$ cat config.mk
export PLATFORM = sky130hd
export DESIGN_NAME = cond_code_operand_decode
export DESIGN_NICKNAME = d
export VERILOG_FILES = /design/src/opdec_pkg.sv /design/src/opdec_ram.sv /design/src/cond_code_operand_decode.sv
export VERILOG_INCLUDE_DIRS = /design/src /design/src/src
export SDC_FILE = /design/constraint.sdc
export NUM_CORES = 1
export LEC_CHECK = 0
export ABC_AREA = 1
export BUFFER_PORTS_ARGS = -buffer_cell sky130_fd_sc_hd__buf_2
export CORE_MARGIN = 8
export CORE_UTILIZATION = 59
export DETAILED_ROUTE_END_ITERATION = 6
export GPL_TIMING_DRIVEN = 0
export MAX_ROUTING_LAYER = met4
export PLACE_DENSITY_LB_ADDON = 0.3
export SYNTH_ARGS = -nofsm -noshare
export SYNTH_HDL_FRONTEND = slang
export SYNTH_SLANG_ARGS = --single-unit
$ cat constraint.sdc
create_clock -name I_CLK_SYS -period 2.48 [get_ports I_CLK_SYS]
set_clock_uncertainty 0.1 [all_clocks]
set_input_delay 0.124 -clock I_CLK_SYS [delete_from_list [all_inputs] [get_ports I_CLK_SYS]]
set_output_delay 0.124 -clock I_CLK_SYS [all_outputs]
set_load 0.02 [all_outputs]
$ cat src/opdec_params.svh
`ifndef OPDEC_PARAMS_SVH
`define OPDEC_PARAMS_SVH

// Avalon register word addresses
`define REG_CTRL        4'h0
`define REG_FLAGS       4'h1
`define REG_STATUS      4'h2
`define REG_EXT_ADDR    4'h3
`define REG_DIRECT      4'h4
`define REG_TARGET      4'h5
`define REG_INDEXED     4'h6
`define REG_OPERANDS    4'h7
`define REG_SRC_DST     4'h8
`define REG_FETCH       4'h9

// Flag field positions in the flags register
`define FLAG_C          0
`define FLAG_Z          1
`define FLAG_S          2
`define FLAG_V          3

// Condition field position in the jump opcode
`define COND_HI         7
`define COND_LO         4

// Opcodes handled by the byte sequencer
`define OPC_ADD_REGS    8'h04

// Escape nibble marking a working register address
`define ESC_NIBBLE      4'hE

// Reset values
`define RST_BYTE        8'h00
`define RST_WORD        16'h0000

// Depth and address width of the byte memory
`define MEM_DEPTH       16
`define MEM_AW          4

`endif

$ cat src/opdec_pkg.sv
package opdec_pkg;

	typedef enum logic [3:0] {
		SEL_FALSE, SEL_LT, SEL_LE, SEL_ULE, SEL_OV, SEL_MI, SEL_Z, SEL_C,
		SEL_TRUE, SEL_GE, SEL_GT, SEL_UGT, SEL_NOV, SEL_PL, SEL_NZ, SEL_NC
	} cond_sel_e;

	typedef enum {
		ST_IDLE, ST_SRC, ST_DST
	} seq_state_e;

	typedef logic [7:0] byte_t;

endpackage : opdec_pkg

$ cat src/opdec_ram.sv
`timescale 1ns/1ps
`include "opdec_params.svh"

module opdec_ram (
	input  wire logic               i_clk,     // System clock
	input  wire logic               i_we,      // Write enable
	input  wire logic [`MEM_AW-1:0] i_waddr,   // Write address
	input  wire logic [7:0]         i_wdata,   // Write data
	input  wire logic [`MEM_AW-1:0] i_raddr,   // Read address
	output logic      [7:0]         o_rdata    // Registered read data
);

	logic [7:0] mem [0:`MEM_DEPTH-1];

	always_ff @(posedge i_clk) begin
		if (i_we) begin
			mem[i_waddr] <= i_wdata;
		end
	end

	always_ff @(posedge i_clk) begin
		o_rdata <= mem[i_raddr];
	end

endmodule : opdec_ram

$ cat src/cond_code_operand_decode.sv
`timescale 1ns/1ps
`include "opdec_params.svh"

module cond_code_operand_decode
	import opdec_pkg::*;
(
	input  wire logic        I_CLK_SYS,            // 40 MHz system clock
	input  wire logic        I_RST_N,              // Synchronous reset, active low
	input  wire logic [3:0]  I_AVS_ADDRESS,        // Register word address
	input  wire logic        I_AVS_READ,           // Read request
	input  wire logic        I_AVS_WRITE,          // Write request
	input  wire logic [31:0] I_AVS_WRITEDATA,      // Write data
	input  wire logic [3:0]  I_AVS_BYTEENABLE,     // Byte enables
	input  wire logic [7:0]  I_PROG_BYTE,          // Instruction byte from program memory
	input  wire logic        I_PROG_VALID,         // Instruction byte valid
	input  wire logic [15:0] I_NEXT_PC,            // Address of the following instruction
	output logic [31:0]      O_AVS_READDATA,       // Read data
	output logic             O_AVS_WAITREQUEST,    // Wait request
	output logic             O_BRANCH_TAKEN,       // Conditional jump taken
	output logic [15:0]      O_BRANCH_TARGET,      // Relative jump target
	output logic             O_SRC_WORKING,        // Source is a working register
	output logic [7:0]       O_SRC_ADDR,           // Source register address
	output logic             O_DST_WORKING,        // Destination is a working register
	output logic [7:0]       O_DST_ADDR,           // Destination register address
	output logic             O_OPERANDS_VALID      // Source and destination decoded
);

	////////////////////////////////////////////////////////////////////////////
	// Condition evaluation

	function automatic logic cond_true(input logic [3:0] sel, input logic [3:0] fl);
		logic c;
		logic z;
		logic s;
		logic v;
		logic lt;
		c  = fl[`FLAG_C];
		z  = fl[`FLAG_Z];
		s  = fl[`FLAG_S];
		v  = fl[`FLAG_V];
		lt = s ^ v;
		case (cond_sel_e'(sel))
			SEL_FALSE: cond_true = 1'b0;
			SEL_TRUE:  cond_true = 1'b1;
			SEL_OV:    cond_true = v;
			SEL_MI:    cond_true = s;
			SEL_Z:     cond_true = z;
			SEL_C:     cond_true = c;
			SEL_NOV:   cond_true = ~v;
			SEL_PL:    cond_true = ~s;
			SEL_NZ:    cond_true = ~z;
			SEL_NC:    cond_true = ~c;
			SEL_LT:    cond_true = lt;
			SEL_LE:    cond_true = z | lt;
			SEL_GE:    cond_true = ~lt;
			SEL_GT:    cond_true = ~(z | lt);
			SEL_ULE:   cond_true = c | z;
			SEL_UGT:   cond_true = ~c & ~z;
			default:  cond_true = 1'b0;
		endcase
	endfunction : cond_true

	// Splits an 8-bit register field into escape flag and address
	function automatic logic [8:0] reg_decode(input logic [7:0] f);
		if (f[7:4] == `ESC_NIBBLE) begin
			reg_decode = {1'b1, 4'h0, f[3:0]};
		end else begin
			reg_decode = {1'b0, f};
		end
	endfunction : reg_decode

	////////////////////////////////////////////////////////////////////////////
	// Registers

	logic [7:0]  ctrl_reg;      // [7:4] condition opcode, [0] strobe eval
	logic [3:0]  flags_reg;
	logic [11:0] ext_reg;
	logic [15:0] direct_reg;
	logic [7:0]  disp_reg;
	logic [7:0]  index_reg;
	logic [7:0]  base_reg;
	logic [7:0]  pair_reg;
	logic [3:0]  wpair_reg;
	logic [2:0]  bit_reg;
	logic        pol_reg;
	logic [7:0]  vector_reg;
	logic [7:0]  imm_reg;
	logic        pair_err_reg;
	logic        wait_reg;
	logic        eval_reg;

	logic [3:0]  cond_sel;
	logic        taken_now;
	logic        wr_acc;
	logic        rd_take;

	assign cond_sel  = ctrl_reg[`COND_HI:`COND_LO];
	assign taken_now = cond_true(cond_sel, flags_reg);
	assign wr_acc    = I_AVS_WRITE & wait_reg;
	assign rd_take   = I_AVS_READ & ~wait_reg;

	// One wait cycle for every access, then accept
	always_ff @(posedge I_CLK_SYS) begin
		if (!I_RST_N) begin
			wait_reg <= 1'b0;
		end else if ((I_AVS_READ | I_AVS_WRITE) && !wait_reg) begin
			wait_reg <= 1'b1;
		end else begin
			wait_reg <= 1'b0;
		end
	end

	always_ff @(posedge I_CLK_SYS) begin
		if (!I_RST_N) begin
			O_AVS_WAITREQUEST <= 1'b1;
		end else begin
			O_AVS_WAITREQUEST <= ~((I_AVS_READ | I_AVS_WRITE) & ~wait_reg);
		end
	end

	////////////////////////////////////////////////////////////////////////////
	// Register writes

	always_ff @(posedge I_CLK_SYS) begin
		if (!I_RST_N) begin
			ctrl_reg   <= `RST_BYTE;
			flags_reg  <= 4'h0;
			ext_reg    <= 12'h000;
			direct_reg <= `RST_WORD;
			disp_reg   <= `RST_BYTE;
			index_reg  <= `RST_BYTE;
			base_reg   <= `RST_BYTE;
			pair_reg   <= `RST_BYTE;
			wpair_reg  <= 4'h0;
			bit_reg    <= 3'h0;
			pol_reg    <= 1'b0;
			vector_reg <= `RST_BYTE;
			imm_reg    <= `RST_BYTE;
		end else if (wr_acc) begin
			if (I_AVS_ADDRESS == `REG_CTRL && I_AVS_BYTEENABLE[0]) begin
				ctrl_reg <= I_AVS_WRITEDATA[7:0];
			end else if (I_AVS_ADDRESS == `REG_FLAGS && I_AVS_BYTEENABLE[0]) begin
				flags_reg <= I_AVS_WRITEDATA[3:0];
			end else if (I_AVS_ADDRESS == `REG_EXT_ADDR) begin
				if (I_AVS_BYTEENABLE[0]) ext_reg[7:0] <= I_AVS_WRITEDATA[7:0];
				if (I_AVS_BYTEENABLE[1]) ext_reg[11:8] <= I_AVS_WRITEDATA[11:8];
			end else if (I_AVS_ADDRESS == `REG_DIRECT) begin
				if (I_AVS_BYTEENABLE[0]) direct_reg[7:0] <= I_AVS_WRITEDATA[7:0];
				if (I_AVS_BYTEENABLE[1]) direct_reg[15:8] <= I_AVS_WRITEDATA[15:8];
			end else if (I_AVS_ADDRESS == `REG_TARGET && I_AVS_BYTEENABLE[0]) begin
				disp_reg <= I_AVS_WRITEDATA[7:0];
			end else if (I_AVS_ADDRESS == `REG_INDEXED) begin
				if (I_AVS_BYTEENABLE[0]) base_reg <= I_AVS_WRITEDATA[7:0];
				if (I_AVS_BYTEENABLE[1]) index_reg <= I_AVS_WRITEDATA[15:8];
			end else if (I_AVS_ADDRESS == `REG_OPERANDS) begin
				if (I_AVS_BYTEENABLE[0]) begin
					bit_reg   <= I_AVS_WRITEDATA[2:0];
					pol_reg   <= I_AVS_WRITEDATA[3];
					wpair_reg <= I_AVS_WRITEDATA[7:4];
				end
				if (I_AVS_BYTEENABLE[1]) pair_reg <= I_AVS_WRITEDATA[15:8];
				if (I_AVS_BYTEENABLE[2]) vector_reg <= I_AVS_WRITEDATA[23:16];
				if (I_AVS_BYTEENABLE[3]) imm_reg <= I_AVS_WRITEDATA[31:24];
			end
		end
	end

	// Odd pair addresses are flagged as malformed
	always_ff @(posedge I_CLK_SYS) begin
		if (!I_RST_N) begin
			pair_err_reg <= 1'b0;
		end else begin
			pair_err_reg <= pair_reg[0] | wpair_reg[0];
		end
	end

	////////////////////////////////////////////////////////////////////////////
	// Branch decision and target

	logic [15:0] target_next;
	logic [7:0]  indexed_addr;
	logic [7:0]  bit_mask;
	logic [16:0] target_sum;
	logic [8:0]  indexed_sum;

	// Target wraps within the 16-bit address space
	assign target_sum   = {1'b0, I_NEXT_PC} + {1'b0, {8{disp_reg[7]}}, disp_reg};
	assign target_next  = target_sum[15:0];
	// Signed index wraps within the byte, so the carry is dropped
	assign indexed_sum  = {1'b0, base_reg} + {1'b0, index_reg};
	assign indexed_addr = indexed_sum[7:0];

	// One-hot mask of the selected bit
	for (genvar b = 0; b < 8; b++) begin : g_bit_mask
		assign bit_mask[b] = (bit_reg == 3'(b));
	end

	// Evaluate strobe seen: set by a control write with bit 0 set, cleared when status is read
	always_ff @(posedge I_CLK_SYS) begin
		if (!I_RST_N) begin
			eval_reg <= 1'b0;
		end else if (wr_acc && I_AVS_ADDRESS == `REG_CTRL && I_AVS_BYTEENABLE[0] && I_AVS_WRITEDATA[0]) begin
			eval_reg <= 1'b1;
		end else if (rd_take && I_AVS_ADDRESS == `REG_STATUS) begin
			eval_reg <= 1'b0;
		end
	end

	always_ff @(posedge I_CLK_SYS) begin
		if (!I_RST_N) begin
			O_BRANCH_TAKEN  <= 1'b0;
			O_BRANCH_TARGET <= `RST_WORD;
		end else begin
			O_BRANCH_TAKEN  <= ctrl_reg[0] & taken_now;
			O_BRANCH_TARGET <= target_next;
		end
	end

	////////////////////////////////////////////////////////////////////////////
	// Byte sequencer for register-to-register add

	seq_state_e  state_reg;
	logic        mem_we;
	logic [`MEM_AW-1:0] mem_waddr_reg;
	logic [`MEM_AW-1:0] mem_waddr_next;
	logic [`MEM_AW-1:0] mem_raddr;
	logic [`MEM_AW:0]   waddr_sum;
	logic [`MEM_AW:0]   raddr_sum;
	logic [7:0]  mem_rdata;

	assign mem_we = I_PROG_VALID;

	// Ring pointer wraps, so the carry is dropped
	assign waddr_sum      = {1'b0, mem_waddr_reg} + {{`MEM_AW{1'b0}}, 1'b1};
	assign mem_waddr_next = waddr_sum[`MEM_AW-1:0];
	// Read side always points at the most recently stored byte
	assign raddr_sum      = {1'b0, mem_waddr_reg} + {1'b0, {`MEM_AW{1'b1}}};
	assign mem_raddr      = raddr_sum[`MEM_AW-1:0];

	always_ff @(posedge I_CLK_SYS) begin
		if (!I_RST_N) begin
			mem_waddr_reg <= '0;
		end else if (mem_we) begin
			mem_waddr_reg <= mem_waddr_next;
		end
	end

	opdec_ram u_ram (
		.i_clk   (I_CLK_SYS),
		.i_we    (mem_we),
		.i_waddr (mem_waddr_reg),
		.i_wdata (I_PROG_BYTE),
		.i_raddr (mem_raddr),
		.o_rdata (mem_rdata)
	);

	logic [8:0] dec;
	assign dec = reg_decode(I_PROG_BYTE);

	always_ff @(posedge I_CLK_SYS) begin
		if (!I_RST_N) begin
			state_reg        <= ST_IDLE;
			O_SRC_WORKING    <= 1'b0;
			O_SRC_ADDR       <= `RST_BYTE;
			O_DST_WORKING    <= 1'b0;
			O_DST_ADDR       <= `RST_BYTE;
			O_OPERANDS_VALID <= 1'b0;
		end else begin
			O_OPERANDS_VALID <= 1'b0;
			if (I_PROG_VALID) begin
				case (state_reg)
					ST_IDLE: begin
						if (I_PROG_BYTE == `OPC_ADD_REGS) begin
							state_reg <= ST_SRC;
						end
					end
					ST_SRC: begin
						O_SRC_WORKING <= dec[8];
						O_SRC_ADDR    <= dec[7:0];
						state_reg     <= ST_DST;
					end
					ST_DST: begin
						O_DST_WORKING    <= dec[8];
						O_DST_ADDR       <= dec[7:0];
						O_OPERANDS_VALID <= 1'b1;
						state_reg        <= ST_IDLE;
					end
					default: state_reg <= ST_IDLE;
				endcase
			end
		end
	end

	////////////////////////////////////////////////////////////////////////////
	// Read data

	logic [31:0] rd_mux;

	always_comb begin
		rd_mux = 32'h0000_0000;
		if (I_AVS_ADDRESS == `REG_CTRL) begin
			rd_mux = {24'h000000, ctrl_reg};
		end else if (I_AVS_ADDRESS == `REG_FLAGS) begin
			rd_mux = {28'h0000000, flags_reg};
		end else if (I_AVS_ADDRESS == `REG_STATUS) begin
			rd_mux = {16'h0000, bit_mask, 5'h00, pair_err_reg, eval_reg, taken_now};
		end else if (I_AVS_ADDRESS == `REG_EXT_ADDR) begin
			rd_mux = {20'h00000, ext_reg};
		end else if (I_AVS_ADDRESS == `REG_DIRECT) begin
			rd_mux = {16'h0000, direct_reg};
		end else if (I_AVS_ADDRESS == `REG_TARGET) begin
			rd_mux = {8'h00, disp_reg, target_next};
		end else if (I_AVS_ADDRESS == `REG_INDEXED) begin
			rd_mux = {8'h00, indexed_addr, index_reg, base_reg};
		end else if (I_AVS_ADDRESS == `REG_OPERANDS) begin
			rd_mux = {imm_reg, vector_reg, pair_reg, wpair_reg, pol_reg, bit_reg};
		end else if (I_AVS_ADDRESS == `REG_SRC_DST) begin
			rd_mux = {14'h0000, O_SRC_WORKING, O_DST_WORKING, O_SRC_ADDR, O_DST_ADDR};
		end else if (I_AVS_ADDRESS == `REG_FETCH) begin
			rd_mux = {16'h0000, mem_rdata, 4'h0, mem_waddr_reg};
		end else begin
			rd_mux = 32'h0000_0000;
		end
	end

	always_ff @(posedge I_CLK_SYS) begin
		if (!I_RST_N) begin
			O_AVS_READDATA <= 32'h0000_0000;
		end else if (rd_take) begin
			O_AVS_READDATA <= rd_mux;
		end
	end

endmodule : cond_code_operand_decode

==> results.ini <==
[yosys]
syn_area_um2=14000
async_flop_share_pct=0
synth_enable_flop_cells=128
ys_ff_latch=310
syn-num-nets=1729
synth_top_cell_by_area=edfxtp_1
synth_cells=1632
synth.avg_cell_area_um2=8.55
ys_warn_count=0
ys_types=51
synth_most_common_cell=nand2_1
synth_common_cells=266 x nand2_1, 236 x nor2_1, 182 x dfxtp_1, 177 x o21ai_0, 150 x a21oi_1
seq_area_frac_synth_pct=53.7
yosys_most_used_dff=dfxtp_1
yosysTopAreaCellShare_pct=27.5
synth.area.top_cells=edfxtp_1 28%, dfxtp_1 26%, nand2_1 7.2%

[clock_tree]
cts-root-buf=clkbuf_16
cts.sinks=310
clk_pin_slew_worst_paths_ns=0.06
cts_max_level=2
clockBufferDepth=3
cts_tree=yes
cts_made_buffers=34
clock_latency_ns=0.54

[drt]
routed_wl_mm=45.7
drtIter0Drc=1475
vias_per_cell=5.83
final_antenna_net_count=0
route.detailed.wl_per_inst_um=20.7
vias=12900
drt_pass1_iterations=5
drc=0

[finish]
drive_gt1_share_pct=15.0
fin_nets=1958
largest-register=u_ram.mem
area_delta_synth_final_pct=20.8
reg_top3=u_ram.mem: 128 flops, O_AVS_READDATA: 32 flops
largest_reg_flops=128

[sta]
fin_setup_tns_ns=0
post-route-min-period_ns=2.43
hold_viol=0
rsz0062_at_grt=false
setup_viol=0
worst_pin_slew_ns=0.849
slew_viol_final=0
slew-limit-headroom_pct=43.4
finalCritPeriodShare_pct=97.9
fmax_mhz=412
finalWorstSetupSlack_ns=0.0528

[setup_path]
crit_fanout=11
path_class=flip-flop to flip-flop
setup.worst_path.start_class=flip-flop
cp-end-kind=flip-flop
crit_required_ns=2.83
cp.arrival_ns=2.78

[global_routing]
grt_pass1_wl_mm=69.6
grt.total_usage_pct=32.2
grt-ovfl-total=0
grt_max_degree=20
grt_pass1_vias=12400
grt_antenna_before_repair=1

[placement]
post-dp-hpwl_mm=32.9
dp_slack_ns=-1.01
port_buffers=137
place.gp.congestion=1.04

[floorplan]
core-area_um2=23300
die_x_um=170
start_util_pct=59.8
rows=56
num_io_pins=138
dieArea_um2=28800
die_h_um=170

[hold_path]
worstHoldPathType=input port to flip-flop

[job]
cap_violations=0

[power_and_ir_drop]
leakage_uw=0.00690
ir_drop_v=0.000828
p_per_area_nw_per_um2=701

[run_status]
outcome=finished, final reports clean

-- timing repair --
item                                    4_1_cts  5_1_grt
endpoints found under the hold margin       236        0
buffers inserted                              1        0
endpoints found under the setup margin       73       19
hold buffers                                 56        0
resized for setup                            16       18
pin swaps                                     0        1
cloned                                        0        0
-- worst paths after layout --
kind / start / end / depth (start not counted) / slack (ns)
max: mem_waddr_reg[0] / u_ram.o_rdata[7] / 8 / 0.05
min: I_AVS_BYTEENABLE[3] / imm_reg[6] / 4 / 0.02
max reg2reg: mem_waddr_reg[0] / u_ram.o_rdata[7] / 8 / 0.05
min reg2reg: ext_reg[6] / ext_reg[6] / 2 / 0.35
-- final cells by class --
class,instances,area [um2]
diodes,1,2.50
clock inverters,18,208
plain buffers,70,380
repair buffers,194,1250
clock buffers,43,915
flip-flops and latches,310,7490
well taps,319,399
multi-input cells,1098,5620
fillers,1843,6480
inverters,153,584
-- kinds of logic after synthesis --
group	synth area share, %
muxes	0.646
and+or+nand+nor	19.2
AOI/OAI and AO/OA	16.2
DFF	53.7
xor gates and xnor gates	0.861
adders and majority gates	2.62
buffers and inverters	6.80
-- metal layers --
metal,GRT usage [%],vias up,share of wire (%)
li1,-,6006,-
met1,38.9,5978,39
met2,52.2,747,47
met3,5.65,141,9.5
met4,14.8,0,4.5
met5,-,-,0
-- critical path: stages (launching register included) --
cell	delay, ns
dfxtp_4	0.39
clkinvlp_4	0.10
buf_2	0.21
ha_1	0.33
clkbuf_4	0.22
clkbuf_4	0.22
o32ai_1	0.48
o211ai_1	0.18
o21ai_0	0.11
-- placed cells by master, fill, tap and decap left out, types with 10 or more instances in the layout --
cell type	Yosys	layout
nor2_1	236	236
dlygate4sd3_1	0	56
inv_1	139	138
o21ai_1	11	12
ha_1	26	26
edfxtp_1	128	128
o221ai_1	13	13
clkbuf_1	36	34
o21ai_0	177	176
o32ai_1	23	13
a21oi_1	150	150
inv_2	11	11
dfxtp_1	182	180
nand3_1	91	91
o32ai_2	0	10
o211ai_1	15	15
buf_2	18	156
clkbuf_16	0	34
nand2_1	266	266
-- metrics by stage --
stage / total power, uW / std cells / hold slack, ns / instance area, um2 / utilization [%]
2_1_floorplan: 6200 / 1632 / 0.123 / 14000 / -
3_3_place_gp: 6660 / 2088 / 0.275 / 15000 / 64.4
3_5_place_dp: 6680 / 2088 / 0.290 / 15000 / 64.4
4_1_cts: 11800 / 2205 / 0.000934 / 16800 / 72.0
5_1_grt: 12100 / 2206 / 0.0381 / 16900 / 72.2
6_report: 11800 / 2206 / 0.0237 / 16900 / 72.2
-- where the power goes --
group | leakage (uW) | internal, uW | switching (uW)
Clock | 0.000551 | 2970 | 2120
Sequential | 0.00263 | 5420 | 45.8
Combinational | 0.00371 | 403 | 856
Total | 0.00690 | 8790 | 3020
Power figures use the tool's default switching activity.
